### config.mk
export PLATFORM = sky130hd
export DESIGN_NAME = rpf_freq_ctrl
export DESIGN_NICKNAME = d
export VERILOG_FILES = /design/src/shared/rpf_pkg.sv /design/src/logic/rpf_sync2.sv /design/src/logic/rpf_freq_ctrl.sv
export SDC_FILE = /design/constraint.sdc
export NUM_CORES = 1
export LEC_CHECK = 0
export ABC_AREA = 0
export BUFFER_PORTS_ARGS = -buffer_cell sky130_fd_sc_hd__clkbuf_2
export CAP_MARGIN = 20
export CORE_ASPECT_RATIO = 1.75
export CORE_MARGIN = 2
export CORE_UTILIZATION = 50
export CTS_CLUSTER_SIZE = 28
export DETAILED_ROUTE_END_ITERATION = 8
export PLACE_DENSITY_LB_ADDON = 0.12
export SYNTH_ARGS = -nofsm -noshare
export SYNTH_HDL_FRONTEND = slang
export SYNTH_SLANG_ARGS = --single-unit
### constraint.sdc
create_clock -name core_clk_in -period 3.08 [get_ports core_clk_in]
set_input_delay 0.616 -clock core_clk_in [delete_from_list [all_inputs] [get_ports core_clk_in]]
set_output_delay 0.616 -clock core_clk_in [all_outputs]
set_load 0.02 [all_outputs]
### src/shared/rpf_pkg.sv
// Shared constants and types for the recovery and programmable frequency control block
package rpf_pkg;
    // ================================================================
    // Control byte offsets on the byte register port
    localparam logic [7:0] RPF_OFF_RECOV_N   = 8'h0B; // Recovery N byte
    localparam logic [7:0] RPF_OFF_RECOV_SM  = 8'h0C; // Recovery select and recovery M
    localparam logic [7:0] RPF_OFF_CPU_N     = 8'h0D; // CPU N byte
    localparam logic [7:0] RPF_OFF_CPU_EM    = 8'h0E; // Programmable enable and CPU M
    localparam logic [7:0] RPF_OFF_FTEST     = 8'h0F; // Factory test byte
    localparam logic [7:0] RPF_OFF_SPARE_A   = 8'h10; // Spare, reads zero
    localparam logic [7:0] RPF_OFF_SPARE_B   = 8'h11; // Spare, reads zero
    // ================================================================
    // Field positions and widths
    localparam int RPF_SEL_BIT   = 7;              // Select / enable bit in bytes 12 and 14
    localparam int RPF_N_W       = 8;              // N divider width
    localparam int RPF_M_W       = 7;              // M divider width
    localparam int RPF_FS_W      = 5;              // Strap / select field width
    localparam int RPF_FTEST_W   = 2;              // Factory test bits in byte 15
    // ================================================================
    // Reset values
    localparam logic [7:0] RPF_RST_BYTE  = 8'h00; // Bytes 11 to 14
    localparam logic [1:0] RPF_RST_FTEST = 2'h3;  // Factory test bits come up as ones
    // ================================================================
    // Strap settle count: cycles after reset release before the strap capture
    localparam logic [1:0] RPF_STRAP_SETTLE = 2'h3;
    // ================================================================
    // Frequency selection handed to the synthesizer core
    typedef struct packed {
        logic                use_dividers; // N/M pair drives the CPU clock
        logic [RPF_N_W-1:0]  div_n;        // N divider
        logic [RPF_M_W-1:0]  div_m;        // M divider
        logic [RPF_FS_W-1:0] ratio_sel;    // Ratio / gear select
    } rpf_freq_cfg_t;
    // Recovery lock state
    typedef enum logic [0:0] {
        RPF_ST_NORMAL = 1'b0,
        RPF_ST_LOCKED = 1'b1
    } rpf_state_t;
endpackage

### src/logic/rpf_sync2.sv
// Two-flop synchroniser for strap pins
`timescale 1ns/1ps
`default_nettype none
module rpf_sync2 #(
    parameter int WIDTH = 1
) (
    input  wire logic             core_clk_in,
    input  wire logic             rst_in,
    input  wire logic             ce_in,
    input  wire logic [WIDTH-1:0] async_in,
    output logic      [WIDTH-1:0] sync_out
);
    // First stage, read only by the second stage
    logic [WIDTH-1:0] meta_q;

    // ================================================================
    // Synchroniser chain
    // Both stages register; no logic between them to keep MTBF up
    always_ff @(posedge core_clk_in or posedge rst_in) begin
        if (rst_in) begin
            meta_q   <= '0;
            sync_out <= '0;
        end else if (ce_in) begin
            meta_q   <= async_in;
            sync_out <= meta_q;
        end
    end
endmodule
`default_nettype wire

### src/logic/rpf_freq_ctrl.sv
// Recovery and programmable frequency select control bytes
// Function
// - One bit picks the recovery frequency source
// - Zero means straps, one means recovery dividers
// - Watchdog timeout switches to recovery frequency automatically
// - Recovery frequency uses recovery N and M
// - Override bit picks straps or programmed select outside recovery; locked recovery uses latched straps
// - Programmable enable bit resets to disabled
// - Enabled: CPU frequency from CPU N and M
// - Writing CPU M starts the frequency load
// - Locked recovery mode ignores frequency byte writes
// - Clearing watchdog enable unlocks frequency programming
// - Disabled: straps or select per override bit
// - Enabled watchdog starts after frequency change
`timescale 1ns/1ps
`default_nettype none
module rpf_freq_ctrl
    import rpf_pkg::*;
(
    input  wire logic                   core_clk_in,         // 40 MHz reference clock
    input  wire logic                   rst_in,              // Asynchronous, active high
    input  wire logic                   ce_in,               // Freezes all state while low
    input  wire logic                   reg_wr_en_in,        // Byte write strobe
    input  wire logic                   reg_rd_en_in,        // Byte read strobe
    input  wire logic [7:0]             reg_addr_in,         // Byte offset
    input  wire logic [7:0]             reg_wdata_in,        // Write data
    output logic      [7:0]             reg_rdata_out,       // Read data, one cycle after read
    input  wire logic [RPF_FS_W-1:0]    strap_pins_in,       // Raw strap pins
    input  wire logic                   strap_override_in,   // Programmed override bit
    input  wire logic [RPF_FS_W-1:0]    prog_select_in,      // Programmed select field
    input  wire logic                   watchdog_enable_in,  // Watchdog enable bit
    input  wire logic                   watchdog_timeout_in, // Timeout pulse from watchdog
    output rpf_pkg::rpf_freq_cfg_t      freq_cfg_out,        // Frequency selection to core
    output logic                        freq_load_out,       // Frequency change pulse
    output logic                        watchdog_start_out,  // Countdown start pulse
    output logic                        recovery_locked_out, // Recovery mode flag
    output logic [RPF_FS_W-1:0]         latched_strap_select_out // Latched straps
);
    import rpf_pkg::*;

    // ================================================================
    // Strap capture
    logic [RPF_FS_W-1:0] strap_sync;                 // Synchronised strap pins
    logic [1:0]          settle_q, settle_d;         // Settle counter
    logic [RPF_FS_W-1:0] latched_strap_select_q, latched_strap_select_d;

    rpf_sync2 #(.WIDTH(RPF_FS_W)) u_strap_sync (
        .core_clk_in (core_clk_in),
        .rst_in      (rst_in),
        .ce_in       (ce_in),
        .async_in    (strap_pins_in),
        .sync_out    (strap_sync)
    );

    // Capture once after the chain has filled; later pin motion is ignored
    always_comb begin
        settle_d               = settle_q;
        latched_strap_select_d = latched_strap_select_q;
        if (settle_q != RPF_STRAP_SETTLE) begin
            settle_d = settle_q + 2'h1;
            if (settle_d == RPF_STRAP_SETTLE) begin
                latched_strap_select_d = strap_sync;
            end
        end
    end

    always_ff @(posedge core_clk_in or posedge rst_in) begin
        if (rst_in) begin
            settle_q               <= 2'h0;
            latched_strap_select_q <= '0;
        end else if (ce_in) begin
            settle_q               <= settle_d;
            latched_strap_select_q <= latched_strap_select_d;
        end
    end

    // ================================================================
    // Control bytes
    logic [RPF_N_W-1:0]     recovery_divider_n_q, recovery_divider_n_d;
    logic                   recovery_source_select_q, recovery_source_select_d;
    logic [RPF_M_W-1:0]     recovery_divider_m_q, recovery_divider_m_d;
    logic [RPF_N_W-1:0]     cpu_divider_n_q, cpu_divider_n_d;
    logic                   prog_freq_enable_q, prog_freq_enable_d;
    logic [RPF_M_W-1:0]     cpu_divider_m_q, cpu_divider_m_d;
    logic [RPF_FTEST_W-1:0] ftest_q, ftest_d;
    logic [7:0]             rdata_q, rdata_d;
    logic                   wr_ok;                   // Write accepted this cycle
    logic                   cpu_m_wr;                // CPU M byte written

    rpf_state_t state_q, state_d;

    // Frequency bytes are refused while locked in recovery mode
    assign wr_ok    = reg_wr_en_in && (state_q == RPF_ST_NORMAL);
    assign cpu_m_wr = wr_ok && (reg_addr_in == RPF_OFF_CPU_EM);

    // Next register values; each field holds until its own byte is written
    always_comb begin
        recovery_divider_n_d     = recovery_divider_n_q;
        recovery_source_select_d = recovery_source_select_q;
        recovery_divider_m_d     = recovery_divider_m_q;
        cpu_divider_n_d          = cpu_divider_n_q;
        prog_freq_enable_d       = prog_freq_enable_q;
        cpu_divider_m_d          = cpu_divider_m_q;
        ftest_d                  = ftest_q;
        rdata_d                  = rdata_q;
        if (wr_ok) begin
            unique case (reg_addr_in)
                RPF_OFF_RECOV_N: begin
                    recovery_divider_n_d = reg_wdata_in;
                end
                RPF_OFF_RECOV_SM: begin
                    recovery_source_select_d = reg_wdata_in[RPF_SEL_BIT];
                    recovery_divider_m_d     = reg_wdata_in[RPF_M_W-1:0];
                end
                RPF_OFF_CPU_N: begin
                    cpu_divider_n_d = reg_wdata_in;
                end
                RPF_OFF_CPU_EM: begin
                    prog_freq_enable_d = reg_wdata_in[RPF_SEL_BIT];
                    cpu_divider_m_d    = reg_wdata_in[RPF_M_W-1:0];
                end
                RPF_OFF_FTEST: begin
                    // Host is expected to keep these ones; stored as written
                    ftest_d = reg_wdata_in[RPF_FTEST_W-1:0];
                end
                // Spare bytes and unmapped offsets drop the write
                default: begin
                end
            endcase
        end
        if (reg_rd_en_in) begin
            unique case (reg_addr_in)
                RPF_OFF_RECOV_N:  rdata_d = recovery_divider_n_q;
                RPF_OFF_RECOV_SM: rdata_d = {recovery_source_select_q, recovery_divider_m_q};
                RPF_OFF_CPU_N:    rdata_d = cpu_divider_n_q;
                RPF_OFF_CPU_EM:   rdata_d = {prog_freq_enable_q, cpu_divider_m_q};
                RPF_OFF_FTEST:    rdata_d = {6'h00, ftest_q};
                // Spare bytes and unmapped offsets read zero
                default:          rdata_d = 8'h00;
            endcase
        end
    end

    // Power-on values: all fields zero, test bits ones
    always_ff @(posedge core_clk_in or posedge rst_in) begin
        if (rst_in) begin
            recovery_divider_n_q     <= RPF_RST_BYTE;
            recovery_source_select_q <= 1'b0;
            recovery_divider_m_q     <= '0;
            cpu_divider_n_q          <= RPF_RST_BYTE;
            prog_freq_enable_q       <= 1'b0;
            cpu_divider_m_q          <= '0;
            ftest_q                  <= RPF_RST_FTEST;
            rdata_q                  <= RPF_RST_BYTE;
        end else if (ce_in) begin
            recovery_divider_n_q     <= recovery_divider_n_d;
            recovery_source_select_q <= recovery_source_select_d;
            recovery_divider_m_q     <= recovery_divider_m_d;
            cpu_divider_n_q          <= cpu_divider_n_d;
            prog_freq_enable_q       <= prog_freq_enable_d;
            cpu_divider_m_q          <= cpu_divider_m_d;
            ftest_q                  <= ftest_d;
            rdata_q                  <= rdata_d;
        end
    end

    // ================================================================
    // Recovery lock and frequency selection
    rpf_freq_cfg_t cfg_q, cfg_d;
    logic          load_q, load_d;
    logic          wd_start_q, wd_start_d;
    logic          enter_lock;

    // Timeout only locks while the watchdog is enabled
    assign enter_lock = (state_q == RPF_ST_NORMAL) && watchdog_timeout_in && watchdog_enable_in;

    always_comb begin
        state_d = state_q;
        unique case (state_q)
            RPF_ST_NORMAL: begin
                if (enter_lock) begin
                    state_d = RPF_ST_LOCKED;
                end
            end
            RPF_ST_LOCKED: begin
                if (!watchdog_enable_in) begin
                    state_d = RPF_ST_NORMAL;
                end
            end
        endcase
        // Selection follows the next state and next register values; a register write
        // reaches the core on the same edge that commits it, taken from the write data
        if (state_d == RPF_ST_LOCKED) begin
            if (recovery_source_select_d) begin
                cfg_d.use_dividers = 1'b1;
                cfg_d.div_n        = recovery_divider_n_d;
                cfg_d.div_m        = recovery_divider_m_d;
            end else begin
                cfg_d.use_dividers = 1'b0;
                cfg_d.div_n        = cpu_divider_n_d;
                cfg_d.div_m        = cpu_divider_m_d;
            end
            cfg_d.ratio_sel = latched_strap_select_d;
        end else begin
            cfg_d.use_dividers = prog_freq_enable_d;
            cfg_d.div_n        = cpu_divider_n_d;
            cfg_d.div_m        = cpu_divider_m_d;
            // Ratio always follows the override bit; dividers only set CPU rate
            cfg_d.ratio_sel    = strap_override_in ? prog_select_in
                                                   : latched_strap_select_d;
        end
        // Load on CPU M write or on the switch into recovery
        load_d     = cpu_m_wr || enter_lock;
        wd_start_d = cpu_m_wr && watchdog_enable_in;
    end

    always_ff @(posedge core_clk_in or posedge rst_in) begin
        if (rst_in) begin
            state_q    <= RPF_ST_NORMAL;
            cfg_q      <= '0;
            load_q     <= 1'b0;
            wd_start_q <= 1'b0;
        end else if (ce_in) begin
            state_q    <= state_d;
            cfg_q      <= cfg_d;
            load_q     <= load_d;
            wd_start_q <= wd_start_d;
        end
    end

    assign reg_rdata_out            = rdata_q;
    assign freq_cfg_out             = cfg_q;
    assign freq_load_out            = load_q;
    assign watchdog_start_out       = wd_start_q;
    assign recovery_locked_out      = (state_q == RPF_ST_LOCKED);
    assign latched_strap_select_out = latched_strap_select_q;
endmodule
`default_nettype wire

==> impl_metrics.toml, run 1 <==
[global_route]
grt_pass1_wl_um = 16600
overflow = 0
grtUsageTotal_pct = 24.2
antenna_found_initial = 0
grt_pass1_vias = 3202
grt_start_max_net_pins = 84

[timing]
final_hold_viol_count = 0
rsz0062_at_grt = "false"
tightest_slew_ps = 725
slew_viol_final = 0
fin_crit_ps = 2260
max_freq_mhz = 442
clock_skew_ps = 5.42
relSlewSlack_pct = 51.6
setup_tns_ps = 0
setup_viol = 0
fin_crit_sh_pct = 73.5

[clock_network]
cts_sinks = 83
cts_resized = 0
postCtsSetupRepairBufs = 0
cts_made_buffers = 9
clk_pin_slew_ps = 60
clock_latency_ps = 340
cts_tree = "done"
cts_hold_buf = 0
clock_path_buffers = 2
cts_htree_levels = 3
clk_root_buffer_cell = "clkbuf_16"

[power_and_ir_drop]
power.leakage_uw = 0.00232
peakVddDrop_mv = 0.314
powerDensity_nw_per_um2 = 601
totalPowerFinal_uw = 2950

[logic_synthesis]
synth_nets = 412
synth_ff_type = "dfrtp_1"
synth_top_area_cell = "dfrtp_1"
seq_area_frac_synth_pct = 49.8
synth_edf_count = 0
synth_top_area_share_pct = 48.5
ys_types = 43
async_flop_share_pct = 100
synthesis.area_um2 = 4180
ys.warnings.count = 0
synth_cells = 376
synth-seq-cells = 83
avgSynthCellArea_um2 = 11.1
synth.area.top_cells = "dfrtp_1 (49%), mux2_2 (15%), mux2i_1 (3.8%)"

[worst_setup_path]
startpoint_type = "register"
crit_type = "register to register"
end_kind = "register"
worstPathMaxFanout = 23
arrival_ps = 2500
rr_worst_depth = 5
worstPathRequired_ps = 3320

[routing]
viasPerCell = 5.95
vias = 3197
wl_um = 10200
drc_errors = 0
drtIter0Drc = 204
drtAntennaViolNets = 0
dr.pass1.iters = 4
post_drt_wl_per_cell_um = 19.0

[finish]
nNetsFinal = 476
final_common_cell = "dfrtp_1"
final_cell_mix = "dfrtp_1 (81), clkbuf_2 (70), mux2_2 (54)"
area_delta_synth_final_pct = 17.4
layout-drive-gt1-share_pct = 35.5
fin_cells = 537
final_util_pct = 59.7
diodes = 0
n_fill_cell = 735

[placed_design]
place_congestion = 0.926
dp.final_hpwl_um = 7350
port_buffers = 70
post-place-cells = 521

[floorplan]
die_y_um = 125
die_w_um = 73.1
pin_count = 71
rows = 44
core_area_um2 = 8200
dieArea_um2 = 9130
initial_core_util_pct = 50.9

[status]
run_status = "complete, no violations"

[job]
cap_violations = 0

[hold_path]
hold_class = "input port to asynchronous set/reset pin"
layer usage:
layer	GRT usage, %	share of wire (%)	wire (um)
met1	29.0	39	4000
met2	40.4	53	5420
met3	4.85	4.8	487
met4	11.3	2.9	296
met5	0	0	0
critical path, cell delays in order (launching register included):
cell and delay (ps):
dfrtp_1 470, nor4b_4 340, and3_1 370, mux2_4 450, o2111a_1 290, a211oi_1 240
cells by family after synthesis:
family	synth area share [%]
multiplexers	20.2
AND/OR/NAND/NOR	12.3
XOR/XNOR	0.210
flip-flops	49.8
adder cells (fa/ha/maj)	0.599
AO/OA/AOI/OAI	13.3
buffers and inverters	3.63
layout make-up:
class	count	area (um2)	area share, %
multi-input cells	261	1940	39.7
clock inverters	5	77.6	1.58
well taps	92	115	2.35
inverters	7	27.5	0.562
flip-flops and latches	83	2080	42.4
clock buffers	11	233	4.75
repair buffers	78	423	8.63
cell usage after synthesis, types with 3 or more instances:
cell type   n
a22oi_1     8
nand3_1    15
a21oi_1    11
or3_1       4
dfrtp_1    81
a41o_1      4
nor2b_1     5
nor2_1     22
mux2i_1    16
clkbuf_1   11
a31oi_1    14
buf_2       7
o21ai_0    23
o31a_1      7
a211oi_1    3
inv_1       7
buf_1       4
buf_6       3
nand2_1    42
mux2_2     54
o31ai_1     4
through the flow:
step	setup slack, ps	hold WS [ps]	area, um2
CTS	791	365	4900
floorplan	331	466	4180
finish	815	353	4900
detailed placement	513	484	4590
global placement	546	466	4590
global route	618	396	4900
path summary, 6_finish.rpt:
| path | startpoint | end | slack (ps) |
|---|---|---|---|
| min | rst_in | u_strap_sync.meta_q[0] | 350 |
| min in group core_clk_in | reg_rdata_out[7] | reg_rdata_out[7] | 500 |
| max | recovery_locked_out | freq_cfg_out[6] | 820 |
| max reg2reg | recovery_locked_out | freq_cfg_out[6] | 820 |
| max in group asynchronous | rst_in | ftest_q[0] | 2370 |
| min reg2reg | reg_rdata_out[7] | reg_rdata_out[7] | 500 |
power by group:
group          internal, uW  leakage (uW)  switching [uW]
Clock                   707      0.000150             405
Sequential             1210       0.00107            78.4
Combinational           221       0.00110             326
Total                  2140       0.00232             809
sequential cells by signal (all words and copies together) (netlist names):
name and cells:
settle_q 2, latched_strap_select_out 5, u_strap_sync.meta_q 5, freq_cfg_out 21, recovery_locked_out 1, cpu_divider_n_q 8
recovery_divider_n_q 8, prog_freq_enable_q 1, recovery_divider_m_q 7, recovery_source_select_q 1, cpu_divider_m_q 7, ftest_q 2
freq_load_out 1, u_strap_sync.sync_out 5, reg_rdata_out 8, watchdog_start_out 1
Note: power is estimated with default switching activity, not from simulation.
==> inputs of run 2 (changes only) <==
==> constraint.sdc (replaced) <==
create_clock -name core_clk_in -period 2.2 [get_ports core_clk_in]
set_input_delay 0.44 -clock core_clk_in [delete_from_list [all_inputs] [get_ports core_clk_in]]
set_output_delay 0.44 -clock core_clk_in [all_outputs]
set_load 0.02 [all_outputs]
==> run 2 against run 1 <==
First-iteration DRC count is the same. Routed wire length increased by 5.1%. Hold slack got worse by 160 ps. Maximum frequency is 20% higher. Highest routed layer unchanged. Global-route usage grew 0.92 points. Worst setup slack worse by 510 ps. Via count is 4.1% higher. Design area grew 3.7%.
==> impl_metrics.toml, run 2 (synthesis results as in run 1) <==
[floorplan]
dieArea_um2 = 9130
die_w_um = 73.1
core_area_um2 = 8200
initial_core_util_pct = 50.9
pin_count = 71
rows = 44
die_y_um = 125

[worst_setup_path]
path_delay_family = "simple AND/OR/NAND/NOR gates"
path_cells = "nor4b_4 -> and3_1 -> mux2_4 -> buf_4 -> a41o_1 -> a21oi_1"
max_stage_delay_ps = 410
arrival_ps = 2150
worstPathRequired_ps = 2460
worstPathMaxFanout = 9
startpoint_type = "register"
timing.reg2reg.setup_slack_ps = 310
worst-path-buf-inv = 1
crit_type = "register to register"
cp_slowest_cell = "dfrtp_1"
end_kind = "register"

[routing]
met2_length_um = 5540
drtAntennaViolNets = 0
drc_errors = 0
dr.pass1.iters = 4
post_drt_wl_per_cell_um = 19.1
wl_met1_um = 4230
vias = 3329
viasPerCell = 5.93
drtIter0Drc = 204
wl_um = 10700
wl_met3_um = 548
highest_layer = "met4"

[hold_path]
hold_class = "input port to asynchronous set/reset pin"

[placed_design]
place_congestion = 0.834
port_buffers = 70
dp.final_hpwl_um = 7910
dpl_cell_area_um2 = 4770
post-place-cells = 545
dp_worst_setup_slack_ps = 88.9

[clock_network]
clk_pin_slew_ps = 60
clock_latency_ps = 340
cts_made_buffers = 9
clock_path_buffers = 2
cts_htree_levels = 3
clk_root_buffer_cell = "clkbuf_16"
cts_tree = "done"
cts_resized = 0
postCtsSetupRepairBufs = 0
cts_hold_buf = 0
cts_sinks = 83

[timing]
fin_crit_sh_pct = 86.0
rsz0062_at_grt = "false"
setup_tns_ps = 0
setup_viol = 0
fin_hold_ws_ps = 189
fin_ws_ps = 308
slew_viol_final = 0
final_hold_viol_count = 0
clock_skew_ps = 5.49
relSlewSlack_pct = 70.2
max_freq_mhz = 528
tightest_slew_ps = 448
fin_crit_ps = 1890

[power_and_ir_drop]
power.leakage_uw = 0.00242
powerDensity_nw_per_um2 = 823
peakVddDrop_mv = 0.491

[finish]
diodes = 0
largest_register_ffs = 21
layout-drive-gt1-share_pct = 38.8
stdcell_area_um2 = 5080
area_delta_synth_final_pct = 21.7
n_fill_cell = 692
nNetsFinal = 500
final_cell_mix = "dfrtp_1 (81), clkbuf_2 (70), mux2_2 (54)"
final_common_cell = "dfrtp_1"
fin_cells = 561

[global_route]
antenna_found_initial = 0
grtUsageTotal_pct = 25.1
overflow = 0
grt_pass1_wl_um = 17300
grt_pass1_vias = 3424
grt_start_max_net_pins = 84

[job]
cap_violations = 0

[status]
run_status = "complete, no violations"
==> run 2: cell count changes in the layout (fill, tap and decap cells not counted) <==
cell,change
buf_4,+24
clkinv_2,-1
clkinvlp_4,+1
==> run 2: worst reg2reg max path, cell delays in order (launching register included) <==
cell and delay [ps]:
dfrtp_1 410, nor4b_4 260, and3_1 250, mux2_4 380, buf_4 180, a41o_1 210, a21oi_1 120
==> run 2: per-stage QoR <==
| step | power, uW | util, % |
|---|---|---|
| 2_1_floorplan | 2340 | - |
| 3_3_place_gp | 2610 | 58.2 |
| 3_5_place_dp | 2640 | 58.2 |
| 4_1_cts | 4210 | 62.0 |
| 5_1_grt | 4360 | 62.0 |
| 6_report | 4180 | 62.0 |
==> run 2: final timing paths <==
check,from,end,cells past startpoint
worst max-delay path,recovery_locked_out,freq_cfg_out[10],6
worst min-delay path,rst_in,freq_load_out,3
worst max register to register,recovery_locked_out,freq_cfg_out[10],6
worst min register to register,freq_cfg_out[20],freq_cfg_out[20],1
max in group asynchronous,rst_in,ftest_q[0],3
min in group core_clk_in,strap_pins_in[4],u_strap_sync.meta_q[4],2
==> run 2: where the power goes <==
group          switching, uW  internal [uW]
clock                    584            990
sequential               111           1690
combinational            470            332
total                   1170           3020
==> run 2: routing by layer <==
layer,up-vias,GRT usage [%]
met5,-,0
li1,1541,-
met3,28,4.45
met2,112,42.1
met1,1648,29.6
met4,0,13.2
==> run 2: area by class of cell <==
type | instances | area [um2] | share of cell area (%)
inverters | 7 | 30.0 | 0.591
flip-flops and latches | 83 | 2080 | 40.9
clock inverters | 5 | 77.6 | 1.53
well taps | 92 | 115 | 2.26
clock buffers | 11 | 233 | 4.58
multi-input cells | 261 | 1940 | 38.3
repair buffers | 102 | 603 | 11.9
